<file path="src/shared/rstc_defines.svh">
// Named constants for the reset cause and time-out logic.
// Assumes inclusion by bare name from the design and test files.
`ifndef RSTC_DEFINES_SVH
`define RSTC_DEFINES_SVH

// Register addresses on the 8-bit register port
`define ADDR_PC_LOW 8'h02
`define ADDR_STATUS 8'h03
`define ADDR_PC_LATCH 8'h0a
`define ADDR_OPTION 8'h81
`define ADDR_PORTA_DIR 8'h85
`define ADDR_PORTC_DIR 8'h87
`define ADDR_CAUSE 8'h8e
`define ADDR_EVT_STATUS 8'hf0
`define ADDR_EVT_MASK 8'hf1

// Field positions
`define ST_TIMEOUT_BIT 4
`define ST_POWERDOWN_BIT 3
`define CAUSE_POR_BIT 1
`define CAUSE_BROWNOUT_BIT 0

// Reset values
`define STATUS_POR_VAL 8'h18
`define CAUSE_POR_VAL 2'h0
`define CAUSE_BROWNOUT_VAL 2'h2
`define ZERO8 8'h00
`define ONES8 8'hff
`define ONES6 6'h3f
`define PC_LATCH_CLR 5'h00
`define PC_RESET 13'h0000
`define PC_ONE 13'h0001
`define PC_VECTOR 13'h0004

// Event bits of the interrupt status register
`define EVT_W 5
`define EVT_POR 0
`define EVT_BROWNOUT 1
`define EVT_EXT 2
`define EVT_WATCHDOG 3
`define EVT_WAKE 4

// Timing
`define CORE_CLK_MHZ 125
`define PWRT_TIME_MS 72
`define OST_OSC_CYCLES 1024
`define PWRT_CNT_W 24
`define OST_CNT_W 11

`endif

</file>
<file path="src/shared/rstc_pkg.sv">
// Types shared by the reset cause and time-out logic.
// Assumes nothing beyond a SystemVerilog compiler.
package rstc_pkg;
  // Start-up sequence phases
  typedef enum logic [1:0] {SEQ_BOOT, SEQ_PWRT, SEQ_OST, SEQ_RUN} seq_state_t;
endpackage

</file>
<file path="src/delay_counter.sv">
// Down counter that times one delay in ticks of a given strobe.
// Assumes the caller pulses start for one cycle; a new start restarts it.
`timescale 1ns/10ps
module delay_counter #(
  parameter int W = 8
) (
  input wire logic clk,
  input wire logic rst_n,
  input wire logic en,
  input wire logic start,
  input wire logic tick,
  input wire logic [W-1:0] load,
  output logic busy,
  output logic done
);
  logic [W-1:0] cnt_r, cnt_nxt;
  logic busy_r, busy_nxt;
  logic done_r, done_nxt;

  // Restart wins over counting so a repeated brown-out re-arms the delay
  always_comb begin
    cnt_nxt = cnt_r;
    busy_nxt = busy_r;
    done_nxt = 1'b0;
    if (start) begin
      cnt_nxt = load;
      busy_nxt = 1'b1;
    end else if (busy_r && tick) begin
      if (cnt_r <= W'(1)) begin
        busy_nxt = 1'b0;
        done_nxt = 1'b1;
      end else begin
        cnt_nxt = cnt_r - W'(1);
      end
    end
  end

  always_ff @(posedge clk or negedge rst_n) begin
    if (!rst_n) begin
      cnt_r <= '0;
      busy_r <= 1'b0;
      done_r <= 1'b0;
    end else if (en) begin
      cnt_r <= cnt_nxt;
      busy_r <= busy_nxt;
      done_r <= done_nxt;
    end
  end

  assign busy = busy_r;
  assign done = done_r;
endmodule

</file>
<file path="src/event_capture.sv">
// Sticky event flags with a mask and one level interrupt request.
// Assumes set and read-clear arrive in the core clock domain.
`timescale 1ns/10ps
module event_capture #(
  parameter int W = 4
) (
  input wire logic clk,
  input wire logic rst_n,
  input wire logic en,
  input wire logic [W-1:0] set,
  input wire logic clr,
  input wire logic mask_wr,
  input wire logic [W-1:0] mask_wdata,
  output logic [W-1:0] flags,
  output logic [W-1:0] mask,
  output logic irq
);
  logic [W-1:0] flags_r, flags_nxt;
  logic [W-1:0] mask_r, mask_nxt;
  logic irq_r, irq_nxt;

  // A set in the clearing cycle survives the clear
  always_comb begin
    flags_nxt = (clr ? '0 : flags_r) | set;
    mask_nxt = mask_wr ? mask_wdata : mask_r;
    irq_nxt = |(flags_nxt & mask_nxt);
  end

  always_ff @(posedge clk or negedge rst_n) begin
    if (!rst_n) begin
      flags_r <= '0;
      mask_r <= '0;
      irq_r <= 1'b0;
    end else if (en) begin
      flags_r <= flags_nxt;
      mask_r <= mask_nxt;
      irq_r <= irq_nxt;
    end
  end

  assign flags = flags_r;
  assign mask = mask_r;
  assign irq = irq_r;
endmodule

</file>
<file path="src/reset_cause_and_timeout_logic.sv">
// Reset cause recording, start-up delay selection and reset register values.
// Assumes all inputs are synchronous to CORE_CLK; RESET_N is the power-on reset.
//
// Overview of operation
// - The cause register holds only a power-on flag in bit 1 and a brown-out flag in bit 0, other bits read zero.
// - The brown-out flag starts undefined, software may write it to one, and a brown-out reset clears it.
// - With brown-out detection disabled the brown-out flag has no defined meaning.
// - Power-on reset clears the power-on flag, a brown-out sets it, other resets leave it, and software sets it again afterwards.
// - Crystal modes wait the power-up timer plus 1024 oscillator periods, other modes the timer alone.
// - Power-on gives flags 0/u with time-out and power-down set; brown-out gives flags 1/0 with both set.
// - A reset-pin reset in sleep loads address zero, sets time-out, clears power-down, keeps the flags.
// - A reset-pin reset when awake loads address zero, clears the top three status bits, keeps the rest.
// - An interrupt wake-up resumes at the next address, sets time-out and clears power-down.
// - A watchdog reset clears time-out and the top three status bits; a watchdog wake-up resumes at the next address and clears both.
// - An interrupt wake-up with interrupts enabled runs one instruction then branches to the vector.
// - Power-on leaves the status register at 0001 1xxx and the cause register at 0x.
// - Non-wake resets clear the counter low byte and latch and set option and both direction registers.
// - The power-up timer holds reset for a nominal 72 ms after power-on or brown-out.
// - The oscillator start-up delay counts 1024 oscillator ticks after the power-up timer ends.
`timescale 1ns/10ps
`include "rstc_defines.svh"
module reset_cause_and_timeout_logic #(
  parameter int PWRT_CYCLES = `PWRT_TIME_MS * 1000 * `CORE_CLK_MHZ
) (
  input wire logic CORE_CLK,
  input wire logic RESET_N,
  input wire logic CLK_EN,
  input wire logic OSC_TICK,
  input wire logic CRYSTAL_MODE,
  input wire logic POWERUP_TIMER_DISABLE,
  input wire logic BROWNOUT_DETECT_ENABLE,
  input wire logic BROWNOUT_EVENT,
  input wire logic EXT_RESET_PIN_N,
  input wire logic WATCHDOG_EVENT,
  input wire logic WAKE_IRQ_EVENT,
  input wire logic SLEEPING,
  input wire logic GLOBAL_INTERRUPT_ENABLE,
  input wire logic STEP_DONE,
  input wire logic [12:0] PC_IN,
  input wire logic [7:0] ADDR,
  input wire logic [7:0] WDATA,
  input wire logic WR,
  input wire logic RD,
  output logic [7:0] RDATA,
  output logic CORE_HOLD,
  output logic PC_LOAD,
  output logic [12:0] PC_VALUE,
  output logic IRQ
);
  localparam logic [`PWRT_CNT_W-1:0] PWRT_LOAD = `PWRT_CNT_W'(PWRT_CYCLES);
  localparam logic [`OST_CNT_W-1:0] OST_LOAD = `OST_CNT_W'(`OST_OSC_CYCLES);

  // Sequencer and register state
  rstc_pkg::seq_state_t state_r, state_nxt;
  logic [7:0] status_r, status_nxt;
  logic [1:0] cause_r, cause_nxt;
  logic [7:0] pc_low_r, pc_low_nxt;
  logic [4:0] pc_latch_r, pc_latch_nxt;
  logic [7:0] option_r, option_nxt;
  logic [5:0] porta_dir_r, porta_dir_nxt;
  logic [5:0] portc_dir_r, portc_dir_nxt;
  logic [12:0] pend_pc_r, pend_pc_nxt;
  logic vec_pend_r, vec_pend_nxt;
  logic hold_r, hold_nxt;
  logic pc_load_r, pc_load_nxt;
  logic [12:0] pc_value_r, pc_value_nxt;
  logic [7:0] rdata_r, rdata_nxt;
  logic pin_prev_r;

  // Decoded strobes and events
  logic brownout_ev, ext_ev, watchdog_ev, wake_ev, por_ev;
  logic pwrt_start, ost_start;
  logic pwrt_busy, pwrt_done, ost_busy, ost_done;
  logic [`EVT_W-1:0] evt_set, evt_flags, evt_mask;
  logic evt_clr, evt_mask_wr, irq_w;
  logic wr_status, wr_cause;

  // Brown-out only counts while the detector is enabled
  assign brownout_ev = BROWNOUT_EVENT && BROWNOUT_DETECT_ENABLE;
  assign ext_ev = pin_prev_r && !EXT_RESET_PIN_N;
  assign watchdog_ev = WATCHDOG_EVENT && !brownout_ev;
  assign wake_ev = WAKE_IRQ_EVENT && SLEEPING && !brownout_ev && !ext_ev && !watchdog_ev;
  assign por_ev = (state_r == rstc_pkg::SEQ_BOOT);
  assign wr_status = WR && (ADDR == `ADDR_STATUS);
  assign wr_cause = WR && (ADDR == `ADDR_CAUSE);

  // Time-out starts: power-up timer unless disabled, else straight to the crystal delay
  always_comb begin
    pwrt_start = 1'b0;
    ost_start = 1'b0;
    if (por_ev || brownout_ev) begin
      pwrt_start = !POWERUP_TIMER_DISABLE;
      ost_start = POWERUP_TIMER_DISABLE && CRYSTAL_MODE;
    end else if (state_r == rstc_pkg::SEQ_PWRT && pwrt_done) begin
      ost_start = CRYSTAL_MODE;
    end else if (state_r == rstc_pkg::SEQ_RUN && SLEEPING && (wake_ev || watchdog_ev)) begin
      ost_start = CRYSTAL_MODE;
    end
  end

  // Power-up timer runs on core clock cycles as a stand-in for its own slow clock
  delay_counter #(
    .W(`PWRT_CNT_W)
  ) u_pwrt (
    .clk(CORE_CLK),
    .rst_n(RESET_N),
    .en(CLK_EN),
    .start(pwrt_start),
    .tick(1'b1),
    .load(PWRT_LOAD),
    .busy(pwrt_busy),
    .done(pwrt_done)
  );

  // Oscillator start-up delay counts oscillator ticks, not core cycles
  delay_counter #(
    .W(`OST_CNT_W)
  ) u_ost (
    .clk(CORE_CLK),
    .rst_n(RESET_N),
    .en(CLK_EN),
    .start(ost_start),
    .tick(OSC_TICK),
    .load(OST_LOAD),
    .busy(ost_busy),
    .done(ost_done)
  );

  // Sequencer: boot, timer, oscillator wait, run
  always_comb begin
    state_nxt = state_r;
    unique case (state_r)
      rstc_pkg::SEQ_BOOT: begin
        if (!POWERUP_TIMER_DISABLE) begin
          state_nxt = rstc_pkg::SEQ_PWRT;
        end else if (CRYSTAL_MODE) begin
          state_nxt = rstc_pkg::SEQ_OST;
        end else begin
          state_nxt = rstc_pkg::SEQ_RUN;
        end
      end
      rstc_pkg::SEQ_PWRT: begin
        if (pwrt_done) begin
          state_nxt = CRYSTAL_MODE ? rstc_pkg::SEQ_OST : rstc_pkg::SEQ_RUN;
        end
      end
      rstc_pkg::SEQ_OST: begin
        if (ost_done) begin
          state_nxt = rstc_pkg::SEQ_RUN;
        end
      end
      rstc_pkg::SEQ_RUN: begin
        if (ost_start) begin
          state_nxt = rstc_pkg::SEQ_OST;
        end
      end
    endcase
    // A brown-out restarts the whole delay from any phase
    if (brownout_ev) begin
      if (!POWERUP_TIMER_DISABLE) begin
        state_nxt = rstc_pkg::SEQ_PWRT;
      end else if (CRYSTAL_MODE) begin
        state_nxt = rstc_pkg::SEQ_OST;
      end else begin
        state_nxt = rstc_pkg::SEQ_RUN;
      end
    end
  end

  // Register values per reset kind; cause flags only move on clock edges after release
  always_comb begin
    status_nxt = status_r;
    cause_nxt = cause_r;
    pc_low_nxt = pc_low_r;
    pc_latch_nxt = pc_latch_r;
    option_nxt = option_r;
    porta_dir_nxt = porta_dir_r;
    portc_dir_nxt = portc_dir_r;
    pend_pc_nxt = pend_pc_r;
    vec_pend_nxt = vec_pend_r;
    // Software writes; time-out and power-down cannot be written
    if (wr_status) begin
      status_nxt = {WDATA[7:5], status_r[`ST_TIMEOUT_BIT], status_r[`ST_POWERDOWN_BIT], WDATA[2:0]};
    end
    if (wr_cause) begin
      cause_nxt = WDATA[1:0];
    end
    if (WR && ADDR == `ADDR_PC_LOW) begin
      pc_low_nxt = WDATA;
    end
    if (WR && ADDR == `ADDR_PC_LATCH) begin
      pc_latch_nxt = WDATA[4:0];
    end
    if (WR && ADDR == `ADDR_OPTION) begin
      option_nxt = WDATA;
    end
    if (WR && ADDR == `ADDR_PORTA_DIR) begin
      porta_dir_nxt = WDATA[5:0];
    end
    if (WR && ADDR == `ADDR_PORTC_DIR) begin
      portc_dir_nxt = WDATA[5:0];
    end
    // Hardware events override software writes in the same cycle
    if (por_ev) begin
      status_nxt = `STATUS_POR_VAL;
      cause_nxt[`CAUSE_POR_BIT] = 1'b0;
    end else if (brownout_ev) begin
      status_nxt = {3'h0, 1'b1, 1'b1, status_r[2:0]};
      cause_nxt = `CAUSE_BROWNOUT_VAL;
    end else if (ext_ev && SLEEPING) begin
      status_nxt = {3'h0, 1'b1, 1'b0, status_r[2:0]};
    end else if (ext_ev) begin
      status_nxt = {3'h0, status_r[4:0]};
    end else if (watchdog_ev && SLEEPING) begin
      status_nxt[`ST_TIMEOUT_BIT] = 1'b0;
      status_nxt[`ST_POWERDOWN_BIT] = 1'b0;
    end else if (watchdog_ev) begin
      status_nxt = {3'h0, 1'b0, status_r[3:0]};
    end else if (wake_ev) begin
      status_nxt[`ST_TIMEOUT_BIT] = 1'b1;
      status_nxt[`ST_POWERDOWN_BIT] = 1'b0;
    end
    // Non-wake resets reload the counter path and port setup; wake-ups keep them
    if (por_ev || brownout_ev || ext_ev || (watchdog_ev && !SLEEPING)) begin
      pc_low_nxt = `ZERO8;
      pc_latch_nxt = `PC_LATCH_CLR;
      option_nxt = `ONES8;
      porta_dir_nxt = `ONES6;
      portc_dir_nxt = `ONES6;
      pend_pc_nxt = `PC_RESET;
      vec_pend_nxt = 1'b0;
    end else if (SLEEPING && (wake_ev || watchdog_ev)) begin
      pend_pc_nxt = PC_IN + `PC_ONE;
      vec_pend_nxt = wake_ev && GLOBAL_INTERRUPT_ENABLE;
    end
    if (pc_load_r) begin
      pc_low_nxt = pc_value_r[7:0];
    end
    if (vec_pend_r && !hold_r && !pc_load_r && STEP_DONE) begin
      vec_pend_nxt = 1'b0;
    end
  end

  // Core hold and program counter loads; the pin holds the core even after the delays end
  always_comb begin
    hold_nxt = (state_nxt != rstc_pkg::SEQ_RUN) || !EXT_RESET_PIN_N || brownout_ev;
    if (watchdog_ev && !SLEEPING) begin
      hold_nxt = 1'b1;
    end
    pc_load_nxt = 1'b0;
    pc_value_nxt = pc_value_r;
    if (hold_r && !hold_nxt) begin
      pc_load_nxt = 1'b1;
      pc_value_nxt = pend_pc_r;
    end else if (SLEEPING && (wake_ev || watchdog_ev) && state_nxt == rstc_pkg::SEQ_RUN) begin
      pc_load_nxt = 1'b1; // Non-crystal wake resumes with no delay
      pc_value_nxt = PC_IN + `PC_ONE;
    end else if (vec_pend_r && !hold_r && !pc_load_r && STEP_DONE) begin
      pc_load_nxt = 1'b1;
      pc_value_nxt = `PC_VECTOR;
    end
  end

  // Read data for the cycle after the strobe; unmapped reads give zero
  always_comb begin
    rdata_nxt = `ZERO8;
    if (RD) begin
      unique case (ADDR)
        `ADDR_PC_LOW: rdata_nxt = pc_low_r;
        `ADDR_STATUS: rdata_nxt = status_r;
        `ADDR_PC_LATCH: rdata_nxt = {3'h0, pc_latch_r};
        `ADDR_OPTION: rdata_nxt = option_r;
        `ADDR_PORTA_DIR: rdata_nxt = {2'h0, porta_dir_r};
        `ADDR_PORTC_DIR: rdata_nxt = {2'h0, portc_dir_r};
        `ADDR_CAUSE: rdata_nxt = {6'h00, cause_r};
        `ADDR_EVT_STATUS: rdata_nxt = {3'h0, evt_flags};
        `ADDR_EVT_MASK: rdata_nxt = {3'h0, evt_mask};
        default: rdata_nxt = `ZERO8;
      endcase
    end
  end

  // Interrupt events mirror each reset cause
  always_comb begin
    evt_set = '0;
    evt_set[`EVT_POR] = por_ev;
    evt_set[`EVT_BROWNOUT] = brownout_ev;
    evt_set[`EVT_EXT] = ext_ev;
    evt_set[`EVT_WATCHDOG] = watchdog_ev;
    evt_set[`EVT_WAKE] = wake_ev;
  end
  assign evt_clr = RD && (ADDR == `ADDR_EVT_STATUS);
  assign evt_mask_wr = WR && (ADDR == `ADDR_EVT_MASK);

  event_capture #(
    .W(`EVT_W)
  ) u_evt (
    .clk(CORE_CLK),
    .rst_n(RESET_N),
    .en(CLK_EN),
    .set(evt_set),
    .clr(evt_clr),
    .mask_wr(evt_mask_wr),
    .mask_wdata(WDATA[`EVT_W-1:0]),
    .flags(evt_flags),
    .mask(evt_mask),
    .irq(irq_w)
  );

  // State registers; the power-on values here are what the boot step then confirms
  always_ff @(posedge CORE_CLK or negedge RESET_N) begin
    if (!RESET_N) begin
      state_r <= rstc_pkg::SEQ_BOOT;
      status_r <= `STATUS_POR_VAL;
      cause_r <= `CAUSE_POR_VAL;
      pc_low_r <= `ZERO8;
      pc_latch_r <= `PC_LATCH_CLR;
      option_r <= `ONES8;
      porta_dir_r <= `ONES6;
      portc_dir_r <= `ONES6;
      pend_pc_r <= `PC_RESET;
      vec_pend_r <= 1'b0;
      hold_r <= 1'b1;
      pc_load_r <= 1'b0;
      pc_value_r <= `PC_RESET;
      rdata_r <= `ZERO8;
      pin_prev_r <= 1'b1;
    end else if (CLK_EN) begin
      state_r <= state_nxt;
      status_r <= status_nxt;
      cause_r <= cause_nxt;
      pc_low_r <= pc_low_nxt;
      pc_latch_r <= pc_latch_nxt;
      option_r <= option_nxt;
      porta_dir_r <= porta_dir_nxt;
      portc_dir_r <= portc_dir_nxt;
      pend_pc_r <= pend_pc_nxt;
      vec_pend_r <= vec_pend_nxt;
      hold_r <= hold_nxt;
      pc_load_r <= pc_load_nxt;
      pc_value_r <= pc_value_nxt;
      rdata_r <= rdata_nxt;
      pin_prev_r <= EXT_RESET_PIN_N;
    end
  end

  assign RDATA = rdata_r;
  assign CORE_HOLD = hold_r;
  assign PC_LOAD = pc_load_r;
  assign PC_VALUE = pc_value_r;
  assign IRQ = irq_w;
endmodule

</file>
<file path="config.mk">
export PLATFORM = sky130hd
export DESIGN_NAME = reset_cause_and_timeout_logic
export DESIGN_NICKNAME = d
export VERILOG_FILES = /design/src/shared/rstc_pkg.sv /design/src/delay_counter.sv /design/src/event_capture.sv /design/src/reset_cause_and_timeout_logic.sv
export VERILOG_INCLUDE_DIRS = /design/src /design/src/shared
export SDC_FILE = /design/constraint.sdc
export NUM_CORES = 1
export LEC_CHECK = 0
export ABC_AREA = 1
export ABC_CLOCK_PERIOD_IN_PS = 2000
export BUFFER_PORTS_ARGS = -buffer_cell sky130_fd_sc_hd__buf_2
export CORE_MARGIN = 8
export CORE_UTILIZATION = 35
export CTS_BUF_LIST = sky130_fd_sc_hd__clkbuf_2
export DETAILED_ROUTE_END_ITERATION = 12
export PLACE_DENSITY_LB_ADDON = 0.25
export SETUP_SLACK_MARGIN = 0.15
export SYNTH_ARGS = -nofsm -noshare
export SYNTH_HDL_FRONTEND = slang
export SYNTH_SLANG_ARGS = --single-unit
</file>
<file path="constraint.sdc">
create_clock -name CORE_CLK -period 2 [get_ports CORE_CLK]
set_clock_uncertainty 0.05 [all_clocks]
set_input_delay 0.6 -clock CORE_CLK [delete_from_list [all_inputs] [get_ports CORE_CLK]]
set_output_delay 0.6 -clock CORE_CLK [all_outputs]
set_load 0.05 [all_outputs]
</file>
### After elaboration in Yosys (flattened, before gate mapping)

Index checks and enable logic that the tools add are counted.
W data, S select, Z words.

* add/subtract/negate cells: 3
* order comparisons: 2
* eq/ne operators: 22
* multiplexer cells: 72
* bitwise operators: 2
* reductions and logical operators: 77

Operators by type and width (number)
* $mux W8: 11
* $mux W24: 3
* $pmux W8 S9: 1
* $mux W13: 5
* $eq A8 B8 Y1 const B: 6
* $mux W11: 3
* $logic_and A1 B1 Y1: 31
* $mux W1: 26
* $le A24 B1 Y1 const B: 1
* $mux W6: 4
* $sub A24 B1 Y24 const B: 1
* $mux W2: 10
* $mux W5: 4
* $reduce_and A2 Y1: 9
* $eq A8 B2 Y1 const B: 2
* $reduce_bool A2 Y1: 8
* $add A13 B1 Y13 const B: 1
* $mux W3: 4
* $reduce_and A3 Y1: 4
* $reduce_bool A3 Y1: 4
* $le A11 B1 Y1 const B: 1
* $sub A11 B1 Y11 const B: 1
* $logic_not A1 Y1: 9
* $eq A8 B4 Y1 const B: 1
* other kinds (17): 28

* flip-flop bits (word level): 133
* input port bits: 45
* output and inout port bits: 24
* word-level logic and storage cells: 206

### Depth between registers and ports, before layout

Gate-level depths: netlist of run 1.

* depth after elaboration: 21
* mapped depth: 18
* mapped depth without buffers: 17

### Hierarchy

Synthesis of run 1 repeated with hierarchy kept, for this count alone.

* cell total of the unflattened synthesis: 1162
* area, all modules: 8174.1 sq um

By module, submodules not included
* reset_cause_and_timeout_logic: instances 1, cells an instance 613, area each 4638.2 sq um, sequential area each 2107.0 sq um
* delay_counter (u_pwrt): instances 1, cells an instance 325, area each 2037.0 sq um, sequential area each 650.6 sq um
* delay_counter (u_ost): instances 1, cells an instance 150, area each 950.9 sq um, sequential area each 325.3 sq um
* event_capture: instances 1, cells an instance 74, area each 548.0 sq um, sequential area each 275.3 sq um

### Worst setup path after synthesis of run 1

No wires, ideal clock.

* kind: input -> register
* start point: in EXT_RESET_PIN_N
* end point: reg pc_load_r (netlist: PC_LOAD)
* library setup time: 0.131 ns
* arrival time: 1.975 ns
* data required time: 1.819 ns
* setup slack: -0.156 ns
* stages: 16
* buffers on the path: 1
* cells stage by stage: inv_1 nand2_2 nand3_1 nand2_1 nand2_1 nand2_1 nand2_2 nand2_1 nand2_1 nand2_1 nand2_2 nand3_2 nand2_2 o21ai_4 buf_4 o21ai_1

* longest elaborated chain between the ends: 20
* elaborated cells on any way between the ends: 24
* those cells by class: eq/ne (2); mux (9); reduce/logical (13)

RTL lines
* from (decl): line reset_cause_and_timeout_logic.sv:33 `input wire logic EXT_RESET_PIN_N,`
* $logic_not A1 Y1 *: line reset_cause_and_timeout_logic.sv:80, reset_cause_and_timeout_logic.sv:246
* $logic_and A1 B1 Y1: line reset_cause_and_timeout_logic.sv:80 `assign ext_ev = pin_prev_r && !EXT_RESET_PIN_N;`
* $logic_not A1 Y1: line reset_cause_and_timeout_logic.sv:82 `assign wake_ev = WAKE_IRQ_EVENT && SLEEPING && !brownout_ev && !ext_ev && !watchdog_ev;`
* $logic_and A1 B1 Y1 (2 in a row): line reset_cause_and_timeout_logic.sv:82
* $logic_or A1 B1 Y1: line reset_cause_and_timeout_logic.sv:96, reset_cause_and_timeout_logic.sv:255
* $logic_and A1 B1 Y1: line reset_cause_and_timeout_logic.sv:96 `end else if (state_r == rstc_pkg::SEQ_RUN && SLEEPING && (wake_ev || watchdog_ev)) begin`
* $mux W1: line reset_cause_and_timeout_logic.sv:96
* $mux W1: line reset_cause_and_timeout_logic.sv:94 `end else if (state_r == rstc_pkg::SEQ_PWRT && pwrt_done) begin`
* [2 not listed]
* $pmux W2 S4: line reset_cause_and_timeout_logic.sv:132 `unique case (state_r)`
* $mux W2: line reset_cause_and_timeout_logic.sv:159 `if (brownout_ev) begin`
* $ne A2 B2 Y1: line reset_cause_and_timeout_logic.sv:246 `hold_nxt = (state_nxt != rstc_pkg::SEQ_RUN) || !EXT_RESET_PIN_N || brownout_ev;`
* $logic_or A1 B1 Y1 (2 in a row): line reset_cause_and_timeout_logic.sv:246
* $mux W1: line reset_cause_and_timeout_logic.sv:247 `if (watchdog_ev && !SLEEPING) begin`
* $logic_not A1 Y1: line reset_cause_and_timeout_logic.sv:252 `if (hold_r && !hold_nxt) begin`
* $logic_and A1 B1 Y1: line reset_cause_and_timeout_logic.sv:252
* $mux W1 *: line reset_cause_and_timeout_logic.sv:252
* to (signal assigned): line reset_cause_and_timeout_logic.sv:340 `pc_load_r <= pc_load_nxt;`
* to (decl): line reset_cause_and_timeout_logic.sv:65 `logic pc_load_r, pc_load_nxt;`

Every way passes the cells marked *; elsewhere a longest branch is shown, timed or not.
A chain may end at the register's enable or synchronous reset.

### Final worst setup path of run 1

* start point: reg state_r[1]
* end point: reg pc_value_r[11] (netlist: PC_VALUE[11])

* longest elaborated chain between the ends: 17
* elaborated cells on any way between the ends: 28
* those cells by class: eq/ne (5); mux (11); reduce/logical (12)

RTL lines
* from (decl): line reset_cause_and_timeout_logic.sv:54 `rstc_pkg::seq_state_t state_r, state_nxt;`
* from (signal assigned): line reset_cause_and_timeout_logic.sv:313 `state_r <= rstc_pkg::SEQ_BOOT;`
* from (signal assigned): line reset_cause_and_timeout_logic.sv:329 `state_r <= state_nxt;`
* $eq A2 B2 Y1: line reset_cause_and_timeout_logic.sv:96, reset_cause_and_timeout_logic.sv:132
* $logic_and A1 B1 Y1 (2 in a row): line reset_cause_and_timeout_logic.sv:96
* $mux W1: line reset_cause_and_timeout_logic.sv:96
* $mux W1: line reset_cause_and_timeout_logic.sv:94
* $mux W1: line reset_cause_and_timeout_logic.sv:91 `if (por_ev || brownout_ev) begin`
* $mux W2: line reset_cause_and_timeout_logic.sv:153 `if (ost_start) begin`
* $pmux W2 S4 *: line reset_cause_and_timeout_logic.sv:132
* $mux W2 *: line reset_cause_and_timeout_logic.sv:159
* $ne A2 B2 Y1: line reset_cause_and_timeout_logic.sv:246
* $logic_or A1 B1 Y1 (2 in a row): line reset_cause_and_timeout_logic.sv:246
* $mux W1: line reset_cause_and_timeout_logic.sv:247
* $logic_not A1 Y1: line reset_cause_and_timeout_logic.sv:252
* $logic_and A1 B1 Y1: line reset_cause_and_timeout_logic.sv:252
* $reduce_bool A3 Y1 (no source line)
* $reduce_and A2 Y1 (no source line)
* to (signal assigned): line reset_cause_and_timeout_logic.sv:325 `` pc_value_r <= `PC_RESET; ``
* to (signal assigned): line reset_cause_and_timeout_logic.sv:341 `pc_value_r <= pc_value_nxt;`
* to (decl): line reset_cause_and_timeout_logic.sv:66 `logic [12:0] pc_value_r, pc_value_nxt;`

Marked as above.

==> results of run 1 <==
==> flip-flops by register name, indices dropped and copies added (netlist names), 2 cells and up <==
signal / cells
pend_pc_r: 13
pc_latch_r: 5
pc_low_r: 8
portc_dir_r: 6
porta_dir_r: 6
RDATA: 8
u_evt.flags: 5
u_pwrt.cnt_r: 24
status_r: 8
PC_VALUE: 13
option_r: 8
cause_r: 2
u_ost.cnt_r: 11
state_r: 2
u_evt.mask: 5
==> placed cells by master, fill, tap and decap left out, drive strengths merged, types with 19 or more instances in the layout <==
master  count
buf       260
nand2     242
a21oi      50
o21ai      80
nor2      125
clkbuf     19
nand3      50
inv       120
dfrtp     109
dfstp      24
==> routing by layer <==
layer  part of all wire [%]  vias up  global-route usage, %
met3                    4.9       25                   4.24
met4                    1.1        2                   4.46
met5                  0.035        -                      0
li1                       -     3607                      -
met1                     46     3329                   23.5
met2                     48      170                   28.6
==> logic make-up after synthesis <==
kind of cell | count (synthesis) | synth area share, %
buf+inv | 141 | 7.71
compound gates | 186 | 15.2
flops | 133 | 46.7
fa+ha+maj | 5 | 0.870
xor+xnor | 18 | 2.19
simple gates | 453 | 27.3
==> final cells by class <==
type,count,share of cell area [%]
Multi-Input combinational cell,664,37.8
Sequential cell,133,31.0
Timing Repair Buffer,264,20.9
Inverter,120,4.43
Tap cell,270,3.11
Clock inverter,13,1.90
Clock buffer,18,0.830
Antenna cell,2,0.0461
==> worst paths after layout <==
kind	depth (start not counted)	endpoint	slack, ns
min reg2reg	1	u_pwrt.cnt_r[17]$_DFFE_PN0P_	0.47
max	19	PC_VALUE[11]$_DFFE_PN0P_	-0.17
min in group asynchronous	2	u_pwrt.cnt_r[3]$_DFFE_PN0P_	0.26
min	3	vec_pend_r$_DFFE_PN0P_	0.12
max reg2reg	19	PC_VALUE[11]$_DFFE_PN0P_	-0.17
max in group asynchronous	3	portc_dir_r[1]$_DFFE_PN1P_	0.99
==> what timing repair did <==
action | in CTS | in global routing
endpoints found under the setup margin | 88 | 114
hold endpoints to repair | 51 | 0
resized for setup | 157 | 106
hold buffers | 3 | 0
pin swaps | 52 | 44
setup buffers | 43 | 16
gates cloned | 3 | 2
==> worst register-to-register path, cell delays in order, from the launching register on <==
cell and delay [ns]:
dfrtp_1 0.44, inv_2 0.08, buf_12 0.14, nand2_8 0.06, nand2_8 0.07, nor2_4 0.09
nand2_2 0.06, nand2_2 0.07, nand2_1 0.07, nand2_1 0.08, nand2_2 0.06, nand2_4 0.09
nand3_4 0.10, nor2_8 0.17, buf_6 0.14, clkbuf_16 0.14, nand2_1 0.05, nand2_1 0.06
nand2_1 0.05, nand2_1 0.06
==> report_power, final <==
part	switching (W)	total [W]	internal [W]
sequential	0.000453	0.00375	0.00330
combinational	0.00241	0.00422	0.00182
clock	0.00107	0.00202	0.000946
total	0.00393	0.00999	0.00606
==> through the flow <==
step,total power [W],utilization [%]
global placement,0.00671,44.8
CTS,0.00956,51.1
floorplan,0.00557,-
global route,0.0106,53.8
finish,0.00999,53.8
detailed placement,0.00675,44.8
==> results.json, run 1 <==
{
  "outcome": "complete, but fails checks",
  "violations": "setup timing",
  "ys_warn_count": 0,
  "maxCapViolCount": 0,
  "place_area_um2": 9030,
  "synth_top_area_cell": "dfrtp_1",
  "drc": 0,
  "rsz0062_at_grt": "yes",
  "timing_hold_violations_final": 0,
  "power_density_nw_per_um2": 921,
  "cts-root-buf": "clkbuf_2",
  "routedWlPerCell_um": 15.3,
  "clkTransAtPathRegs_ns": 0.20,
  "fin_nets": 1250,
  "min_path_type": "input pin to flip-flop",
  "core.rowCount": 52,
  "coreArea_um2": 20200,
  "synth.distinct_cells": 52,
  "portBuffers": 68,
  "worstPathCellList": "inv_2, buf_12, nand2_8, nand2_8, nor2_4, nand2_2, nand2_2, nand2_1, nand2_1, nand2_2, nand2_4, nand3_4, nor2_8, buf_6, clkbuf_16, nand2_1, nand2_1, nand2_1, nand2_1",
  "yosysMostFrequentCell": "nand2_1",
  "critPathMaxStageDelay_ns": 0.44,
  "ys_ff_latch": 133,
  "endpoint_kind": "flip-flop",
  "critPathMaxFanout": 6,
  "area_growth_pct": 51.0,
  "relSlewSlack_pct": 69.1,
  "synth_nets": 986,
  "die_x_um": 159,
  "synthFlopType": "dfrtp_1",
  "numCtsBuffers": 17,
  "arrival_ns": 2.78,
  "hold_start": "GLOBAL_INTERRUPT_ENABLE",
  "yosys-top-cells-count": "233 x nand2_1, 119 x nor2_1, 113 x inv_1",
  "place.gp.congestion": 0.873,
  "hold_slack_ns": 0.115,
  "crit_buf_inv": 4,
  "ctsHtreeMaxLevel": 4,
  "synthTopCellsByArea": "dfrtp_1 38%, nand2_1 12%, dfstp_2 8.8%",
  "multi_input_area_um2": 4100,
  "setup_slack_ns": -0.167,
  "nFillCells": 1838,
  "io_pins": 69,
  "antenna_found_initial": 3,
  "die-area_um2": 25400,
  "preCtsSetupSlack_ns": -0.351,
  "syn_inst": 936,
  "dp_cells": 1384,
  "grt_overflow": 0,
  "final_cells": 1484,
  "setup_viol": 37,
  "p_leak_nw": 5.16,
  "fin_area_um2": 10900,
  "startpoint_type": "flip-flop",
  "critical-path-top-delay-family": "simple AND/OR/NAND/NOR gates",
  "dp_hpwl_um": 16200,
  "required_ns": 2.61,
  "period_share_pct": 108,
  "crit_start": "state_r[1]$_DFFE_PN0P_",
  "vias": 7133,
  "synth_edf_count": 0,
  "slowest_stage": "dfrtp_1",
  "die_y_um": 159,
  "finalCriticalPeriod_ns": 2.17,
  "slew_viol_final": 0,
  "vdd_drop_max_mv": 0.431,
  "synthesis.area_um2": 7190,
  "max_clock_freq_mhz": 461,
  "path_common_cell": "nand2_1",
  "ant_nets": 0,
  "drt-total-wl_um": 22800,
  "cts_tree": "done",
  "grt_max_degree": 35,
  "viasPerCell": 4.81,
  "synth-async-reset-ratio_pct": 100,
  "ys_seq_area_share_pct": 46.7,
  "synth_top_cell_area_share_pct": 37.9,
  "initial_core_util_pct": 35.6,
  "firstDrtPassIters": 4,
  "drive_gt1_share_pct": 40.8,
  "cts.path.max_buffers": 2,
  "tightest_slew_ns": 0.464,
  "critical_path_class": "flip-flop to flip-flop",
  "drtIter0Drc": 413,
  "reg2reg_from": "state_r[1]$_DFFE_PN0P_",
  "ff_latch_area_um2": 3360,
  "clk_latency_ns": 0.72,
  "grt_pass1_vias": 7139,
  "numClockSinks": 133,
  "grt_pass1_wl_um": 36900,
  "syn_area_per_cell_um2": 7.68,
  "setup_tns_ns": -3.02,
  "grt.total_usage_pct": 17.7
}
Note: power is estimated with default switching activity, not from simulation.
==> inputs of run 2 (changes only) <==
--- a/config.mk
+++ b/config.mk
@@ -13,7 +13,9 @@
 export CORE_UTILIZATION = 35
 export CTS_BUF_LIST = sky130_fd_sc_hd__clkbuf_2
 export DETAILED_ROUTE_END_ITERATION = 12
+export GPL_TIMING_DRIVEN = 0
 export PLACE_DENSITY_LB_ADDON = 0.25
+export RECOVER_POWER = 50
 export SETUP_SLACK_MARGIN = 0.15
 export SYNTH_ARGS = -nofsm -noshare
 export SYNTH_HDL_FRONTEND = slang
==> run 2 against run 1 <==
- the flow still finishes with violations (setup timing)
- flip-flop and latch count did not move
- via count rose by 0.63%
- first-iteration DRC count fell by 5.6%
- utilization fell by 2.0 points
- clock power fell by 16%
- global-route usage fell by 0.50 points
- register-to-register slack improved by 0.05 ns
- sequential power barely moved
- critical path type unchanged
- largest power group unchanged
==> results.json, run 2 (synthesized netlist as in run 1, its figures left out) <==
{
  "drc": 0,
  "final_common_cell": "nand2_1",
  "slew_viol_final": 0,
  "grt_pass1_wl_um": 35800,
  "coreArea_um2": 20200,
  "startpoint_type": "flip-flop",
  "die_x_um": 159,
  "routedWlPerCell_um": 16.2,
  "drive_gt1_share_pct": 40.8,
  "p_leak_nw": 4.81,
  "vdd_drop_max_mv": 0.636,
  "dp_hpwl_um": 15300,
  "finalCriticalPeriod_ns": 2.12,
  "critical_path_class": "flip-flop to flip-flop",
  "cts-root-buf": "clkbuf_2",
  "numCtsBuffers": 17,
  "power_w": 0.00952,
  "vias": 7178,
  "largest_register": "u_pwrt.cnt_r",
  "viasPerCell": 5.03,
  "power_density_nw_per_um2": 911,
  "grt_overflow": 0,
  "reg2reg_depth": 17,
  "period_share_pct": 106,
  "io_pins": 69,
  "setup_slack_ns": -0.118,
  "holdPathStages": 3,
  "tightest_slew_ns": 1.38,
  "maxCapViolCount": 0,
  "relSlewSlack_pct": 8.28,
  "fin_nets": 1192,
  "die-area_um2": 25400,
  "top_layer": "met5",
  "hold_slack_ns": 0.0924,
  "area_growth_pct": 45.3,
  "worstPathCellList": "nand2_4, nand3_4, nand2_4, nand2_2, nand2_2, nand2_2, nand2_1, nand2_1, nand2_2, nand2_4, nand3_4, nor2_8, buf_12, o21ai_4, buf_6, nand2_2, nand2_1",
  "die_y_um": 159,
  "mostFrequentLayoutCells": "193 x nand2_1, 106 x dfrtp_1, 101 x inv_1",
  "setup_tns_ns": -1.48,
  "worst-path-stages": 17,
  "clkTransAtPathRegs_ns": 0.19,
  "clk_latency_ns": 0.71,
  "crit_buf_inv": 2,
  "setup_viol": 26,
  "critical-path-top-delay-family": "simple AND/OR/NAND/NOR gates",
  "initial_core_util_pct": 35.6,
  "cts_tree": "done",
  "place.gp.congestion": 0.883,
  "critPathMaxStageDelay_ns": 0.59,
  "max_clock_freq_mhz": 472,
  "critPathMaxFanout": 6,
  "path_common_cell": "nand2_2",
  "grt_max_degree": 83,
  "grt.total_usage_pct": 17.2,
  "grt_pass1_vias": 6910,
  "core.rowCount": 52,
  "portBuffers": 67,
  "dr_wl_met2_um": 11100,
  "drt-total-wl_um": 23200,
  "ant_nets": 0,
  "m1WireLength_um": 10600,
  "cts.path.max_buffers": 2,
  "min_path_type": "input pin to flip-flop",
  "rsz0062_at_grt": "yes",
  "outcome": "complete, but fails checks",
  "preCtsSetupSlack_ns": -0.567,
  "ctsHtreeMaxLevel": 4,
  "arrival_ns": 2.66,
  "endpoint_kind": "flip-flop",
  "antenna_found_initial": 2,
  "slowest_stage": "dfstp_2",
  "timing_hold_violations_final": 0,
  "numClockSinks": 133,
  "firstDrtPassIters": 5,
  "required_ns": 2.54,
  "route.met3.wl_um": 1070,
  "violations": "setup timing",
  "largest_reg_flops": 24,
  "drtIter0Drc": 390
}
==> run 2: changes by cell type in the layout (fill, tap and decap cells not counted), moves of 8 or more <==
cell,before,now
nor2_1,87,68
buf_6,54,64
a21oi_2,14,24
o21ai_2,8,16
a21oi_1,34,24
buf_4,150,80
nor2_4,18,32
==> run 2: timing repair <==
item | CTS | global route
resized for setup | 127 | 222
setup endpoints to repair | 108 | 125
hold endpoints to repair | 35 | 0
setup buffers | 68 | 41
pin swaps | 26 | 60
hold buffers | 2 | 0
cloned | 3 | 5
==> run 2: area by class of cell <==
class | instances | area, um^2
diodes | 2 | 5.00
flip-flops and latches | 133 | 3360
clock inverters | 13 | 140
well taps | 270 | 338
fillers | 1893 | 9720
inverters | 120 | 475
repair buffers | 186 | 1580
clock buffers | 19 | 95.1
multi-input cells | 663 | 4250
plain buffers | 21 | 201
==> run 2: power by group <==
| group | total (W) | internal (W) | switching [W] |
|---|---|---|---|
| Sequential | 0.00376 | 0.00330 | 0.000452 |
| Clock | 0.00170 | 0.000678 | 0.00102 |
| Combinational | 0.00407 | 0.00168 | 0.00239 |
==> run 2: final timing paths <==
check	end	slack, ns	start
max	PC_VALUE[8]$_DFFE_PN0P_	-0.12	pin_prev_r$_DFFE_PN1P_
min	option_r[7]$_DFFE_PN1P_	0.09	WDATA[7]
min reg2reg	portc_dir_r[3]$_DFFE_PN1P_	0.45	portc_dir_r[3]$_DFFE_PN1P_
min in group asynchronous	u_pwrt.cnt_r[13]$_DFFE_PN0P_	0.67	RESET_N
max in group asynchronous	CORE_HOLD$_DFFE_PN1P_	0.08	RESET_N
max reg2reg	PC_VALUE[8]$_DFFE_PN0P_	-0.12	pin_prev_r$_DFFE_PN1P_
==> run 2: per-stage QoR <==
step / instances / util [%] / area [um^2]
6_report: 1427 / 51.8 / 10400
5_1_grt: 1426 / 51.8 / 10400
4_1_cts: 1379 / 46.4 / 9370
3_5_place_dp: 1274 / 40.3 / 8140
3_3_place_gp: 1273 / 40.2 / 8100
2_1_floorplan: 936 / - / 7430
==> run 2: worst reg2reg max path, stage by stage, from the launching register on <==
cell and delay, ns:
dfstp_2 0.59, nand2_4 0.07, nand3_4 0.07, nand2_4 0.06, nand2_2 0.05, nand2_2 0.05, nand2_2 0.07, nand2_1 0.05
nand2_1 0.06, nand2_2 0.06, nand2_4 0.10, nand3_4 0.10, nor2_8 0.16, buf_12 0.12, o21ai_4 0.08, buf_6 0.17
nand2_2 0.06, nand2_1 0.05
==> run 2: layer usage <==
metal | GRT usage, % | up-vias
met5 | 0 | -
met4 | 3.86 | 2
met3 | 4.03 | 29
met2 | 27.6 | 173
met1 | 23.3 | 3471
li1 | - | 3503
==> inputs of run 3 (changes only) <==
--- a/config.mk
+++ b/config.mk
@@ -15,8 +15,9 @@
 export DETAILED_ROUTE_END_ITERATION = 12
 export GPL_TIMING_DRIVEN = 0
 export PLACE_DENSITY_LB_ADDON = 0.25
-export RECOVER_POWER = 50
+export RECOVER_POWER = 100
 export SETUP_SLACK_MARGIN = 0.15
 export SYNTH_ARGS = -nofsm -noshare
 export SYNTH_HDL_FRONTEND = slang
+export SYNTH_HIERARCHICAL = 1
 export SYNTH_SLANG_ARGS = --single-unit
==> run 3 against run 2 <==
- the run still ends with setup timing left
- non-clock buffer count fell by 17
- highest routed layer is now met4
- register-to-register slack got worse by 0.05 ns
- sequential share of layout area fell by 2.5 points
- synthesized cell count grew 24%
- largest cell class unchanged
==> results.json, run 3 <==
{
  "place.gp.congestion": 0.888,
  "synthFlopType": "dfrtp_1",
  "die-area_um2": 28500,
  "die_y_um": 169,
  "yosys-top-cells-count": "386 x nand2_1, 152 x nor2_1, 112 x inv_1",
  "synthesis.area_um2": 8170,
  "hold_start": "EXT_RESET_PIN_N",
  "maxCapViolCount": 0,
  "area_growth_pct": 38.4,
  "synthTopCellsByArea": "dfrtp_1 33%, nand2_1 18%, dfstp_2 7.7%",
  "drive_gt1_share_pct": 32.8,
  "clkTransAtPathRegs_ns": 0.22,
  "utilization_pct": 48.8,
  "drtIter0Drc": 592,
  "p_leak_nw": 5.48,
  "firstDrtPassIters": 5,
  "clockPowerShare_pct": 15.8,
  "syn_inst": 1162,
  "grt.total_usage_pct": 17.3,
  "grt_pass1_wl_um": 39900,
  "synth_top_cell_area_share_pct": 33.4,
  "cts.path.max_buffers": 2,
  "dp_hpwl_um": 16600,
  "relSlewSlack_pct": 21.3,
  "startpoint_type": "flip-flop",
  "min_path_type": "input pin to flip-flop",
  "critPathMaxFanout": 5,
  "sequentialPowerShare_pct": 36.2,
  "die_x_um": 169,
  "ys_warn_count": 6,
  "power_density_nw_per_um2": 1010,
  "endpoint_kind": "flip-flop",
  "io_pins": 69,
  "critical-path-top-delay-family": "buffers and inverters",
  "clk_latency_ns": 0.72,
  "reg2reg_from": "state_r[1]$_DFFE_PN0P_",
  "rsz0062_at_grt": "yes",
  "synth.distinct_cells": 50,
  "period_share_pct": 108,
  "ctsHtreeMaxLevel": 4,
  "largest_register": "u_pwrt/cnt_r",
  "vias": 8248,
  "antenna_found_initial": 1,
  "setup_tns_ns": -4.62,
  "tightest_slew_ns": 1.18,
  "required_ns": 2.62,
  "violations": "setup timing",
  "vdd_drop_max_mv": 0.515,
  "cts-root-buf": "clkbuf_2",
  "ff2ff_setup_slack_ns": -0.17,
  "numCtsBuffers": 17,
  "finalCriticalPeriod_ns": 2.17,
  "ys_seq_area_share_pct": 41.1,
  "syn_area_per_cell_um2": 7.03,
  "r2r_end": "porta_dir_r[1]$_DFFE_PN1P_",
  "setup_viol": 86,
  "timing_hold_violations_final": 0,
  "switching_power_w": 0.00519,
  "viasPerCell": 4.83,
  "power_w": 0.0114,
  "cts_tree": "done",
  "fin_nets": 1423,
  "hold_slack_ns": 0.0800,
  "yosysMostFrequentCell": "nand2_1",
  "reg2reg_depth": 15,
  "synth_top_area_cell": "dfrtp_1",
  "synth_edf_count": 0,
  "crit_buf_inv": 8,
  "pwr-share-comb_pct": 48.1,
  "setup_slack_ns": -0.170,
  "critPathMaxStageDelay_ns": 0.43,
  "grt_overflow": 0,
  "max_clock_freq_mhz": 461,
  "drt-total-wl_um": 25200,
  "grt_max_degree": 93,
  "largest_reg_flops": 24,
  "routedWlPerCell_um": 14.8,
  "critical_path_class": "flip-flop to flip-flop",
  "core.rowCount": 56,
  "portBuffers": 67,
  "ant_nets": 0,
  "initial_core_util_pct": 35.2,
  "mostFrequentLayoutCells": "333 x nand2_1, 108 x dfrtp_1, 103 x inv_1, 103 x nor2_1, 85 x nand3_1",
  "ys_ff_latch": 133,
  "numClockSinks": 133,
  "preCtsSetupSlack_ns": -0.578,
  "hold_end": "pin_prev_r$_DFFE_PN1P_",
  "internal_power_w": 0.00622,
  "drc": 0,
  "synth-async-reset-ratio_pct": 100,
  "slew_viol_final": 0,
  "outcome": "complete, but fails checks",
  "path_common_cell": "buf_6",
  "final_common_cell": "nand2_1",
  "coreArea_um2": 23200,
  "swShare_pct": 45.5,
  "arrival_ns": 2.79,
  "grt_pass1_vias": 7895,
  "worstPathCellList": "nor2_1, inv_2, nand2_8, buf_6, buf_6, nor2_4, inv_4, nor2_8, buf_12, buf_6, buf_6, a21oi_4, buf_6, nor2_2, a21oi_1",
  "holdPathStages": 3,
  "slowest_stage": "dfrtp_1"
}
[run 3: cell types whose count changed after synthesis, sizes merged, moves of 5 or more]
cell    previous run  this run
nor2             124       171
a21oi             50        41
a31oi              7        13
buf               13        21
o31ai              6         0
clkbuf             8        13
nor4               6         1
nand2            242       402
o21ai             79        61
nand3             50        90
[run 3: worst max-delay path by stage]
stage / cells past startpoint / from / endpoint / slack [ns]
final: 15 / state_r[1]$_DFFE_PN0P_ / porta_dir_r[1]$_DFFE_PN1P_ / -0.17
after global routing: 1 / CORE_HOLD$_DFFE_PN1P_ / CORE_HOLD / -0.26
after CTS: 1 / CORE_HOLD$_DFFE_PN1P_ / CORE_HOLD / -0.22
after detailed placement: 7 / CLK_EN / portc_dir_r[1]$_DFFE_PN1P_ / -0.58
after global placement: 1 / RESET_N / u_ost/cnt_r[5]$_DFFE_PN0P_ / -1.79
after floorplan: 15 / EXT_RESET_PIN_N / PC_VALUE[6]$_DFFE_PN0P_ / -0.0004
[run 3: logic make-up after synthesis]
family / count (synthesis) / share of synthesized area (%)
adders and majority gates: 5 / 0.765
buffers and inverters: 159 / 8.27
and+or+nand+nor: 694 / 37.0
DFF: 133 / 41.1
xor gates and xnor gates: 12 / 1.29
other: 2 / 0.0919
AOI/OAI and AO/OA: 157 / 11.5
[run 3: through the flow]
stage               cells  cell area (um^2)
finish               1706             11300
global route         1706             11300
CTS                  1668             10200
detailed placement   1583              9180
global placement     1582              9150
floorplan            1196              8410
[run 3: cell type report]
cell class              instances  area [um^2]
inverters                     125          527
well taps                     319          399
plain buffers                  33          295
diodes                          1         2.50
flip-flops and latches        133         3360
multi-input cells             906         5080
clock buffers                  17         85.1
fillers                      2279        11900
repair buffers                157         1400
clock inverters                15          165
[run 3: repair_timing]
action	4_1_cts	5_1_grt
endpoints found under the hold margin	41	1
setup buffers	43	31
pin swaps	36	49
setup endpoints to repair	120	123
gates resized for setup	124	222
gates cloned	6	6
hold buffers	4	1
[run 3: metal layers]
metal	vias up	part of all wire (%)	GRT usage, %
met2	182	50	28.6
li1	4126	-	-
met4	0	2.5	6.68
met3	48	4.1	3.21
met1	3892	44	21.9
met5	-	0	0
[run 3: power by group through the flow]
stage | Sequential (W) | Clock [W] | Combinational [W]
6_report | 0.00413 | 0.00180 | 0.00549
5_1_grt | 0.00423 | 0.00197 | 0.00608
4_1_cts | 0.00408 | 0.00185 | 0.00470
3_5_place_dp | 0.00413 | 0 | 0.00411
3_3_place_gp | 0.00412 | 0 | 0.00404
2_1_floorplan | 0.00423 | 0 | 0.00295
[run 3: worst register-to-register path, cell delays in order, from the launching register on]
cell and delay [ns]:
dfrtp_1 0.43, nor2_1 0.20, inv_2 0.10, nand2_8 0.09, buf_6 0.10, buf_6 0.09
nor2_4 0.04, inv_4 0.08, nor2_8 0.04, buf_12 0.15, buf_6 0.11, buf_6 0.11
a21oi_4 0.18, buf_6 0.18, nor2_2 0.04, a21oi_1 0.12
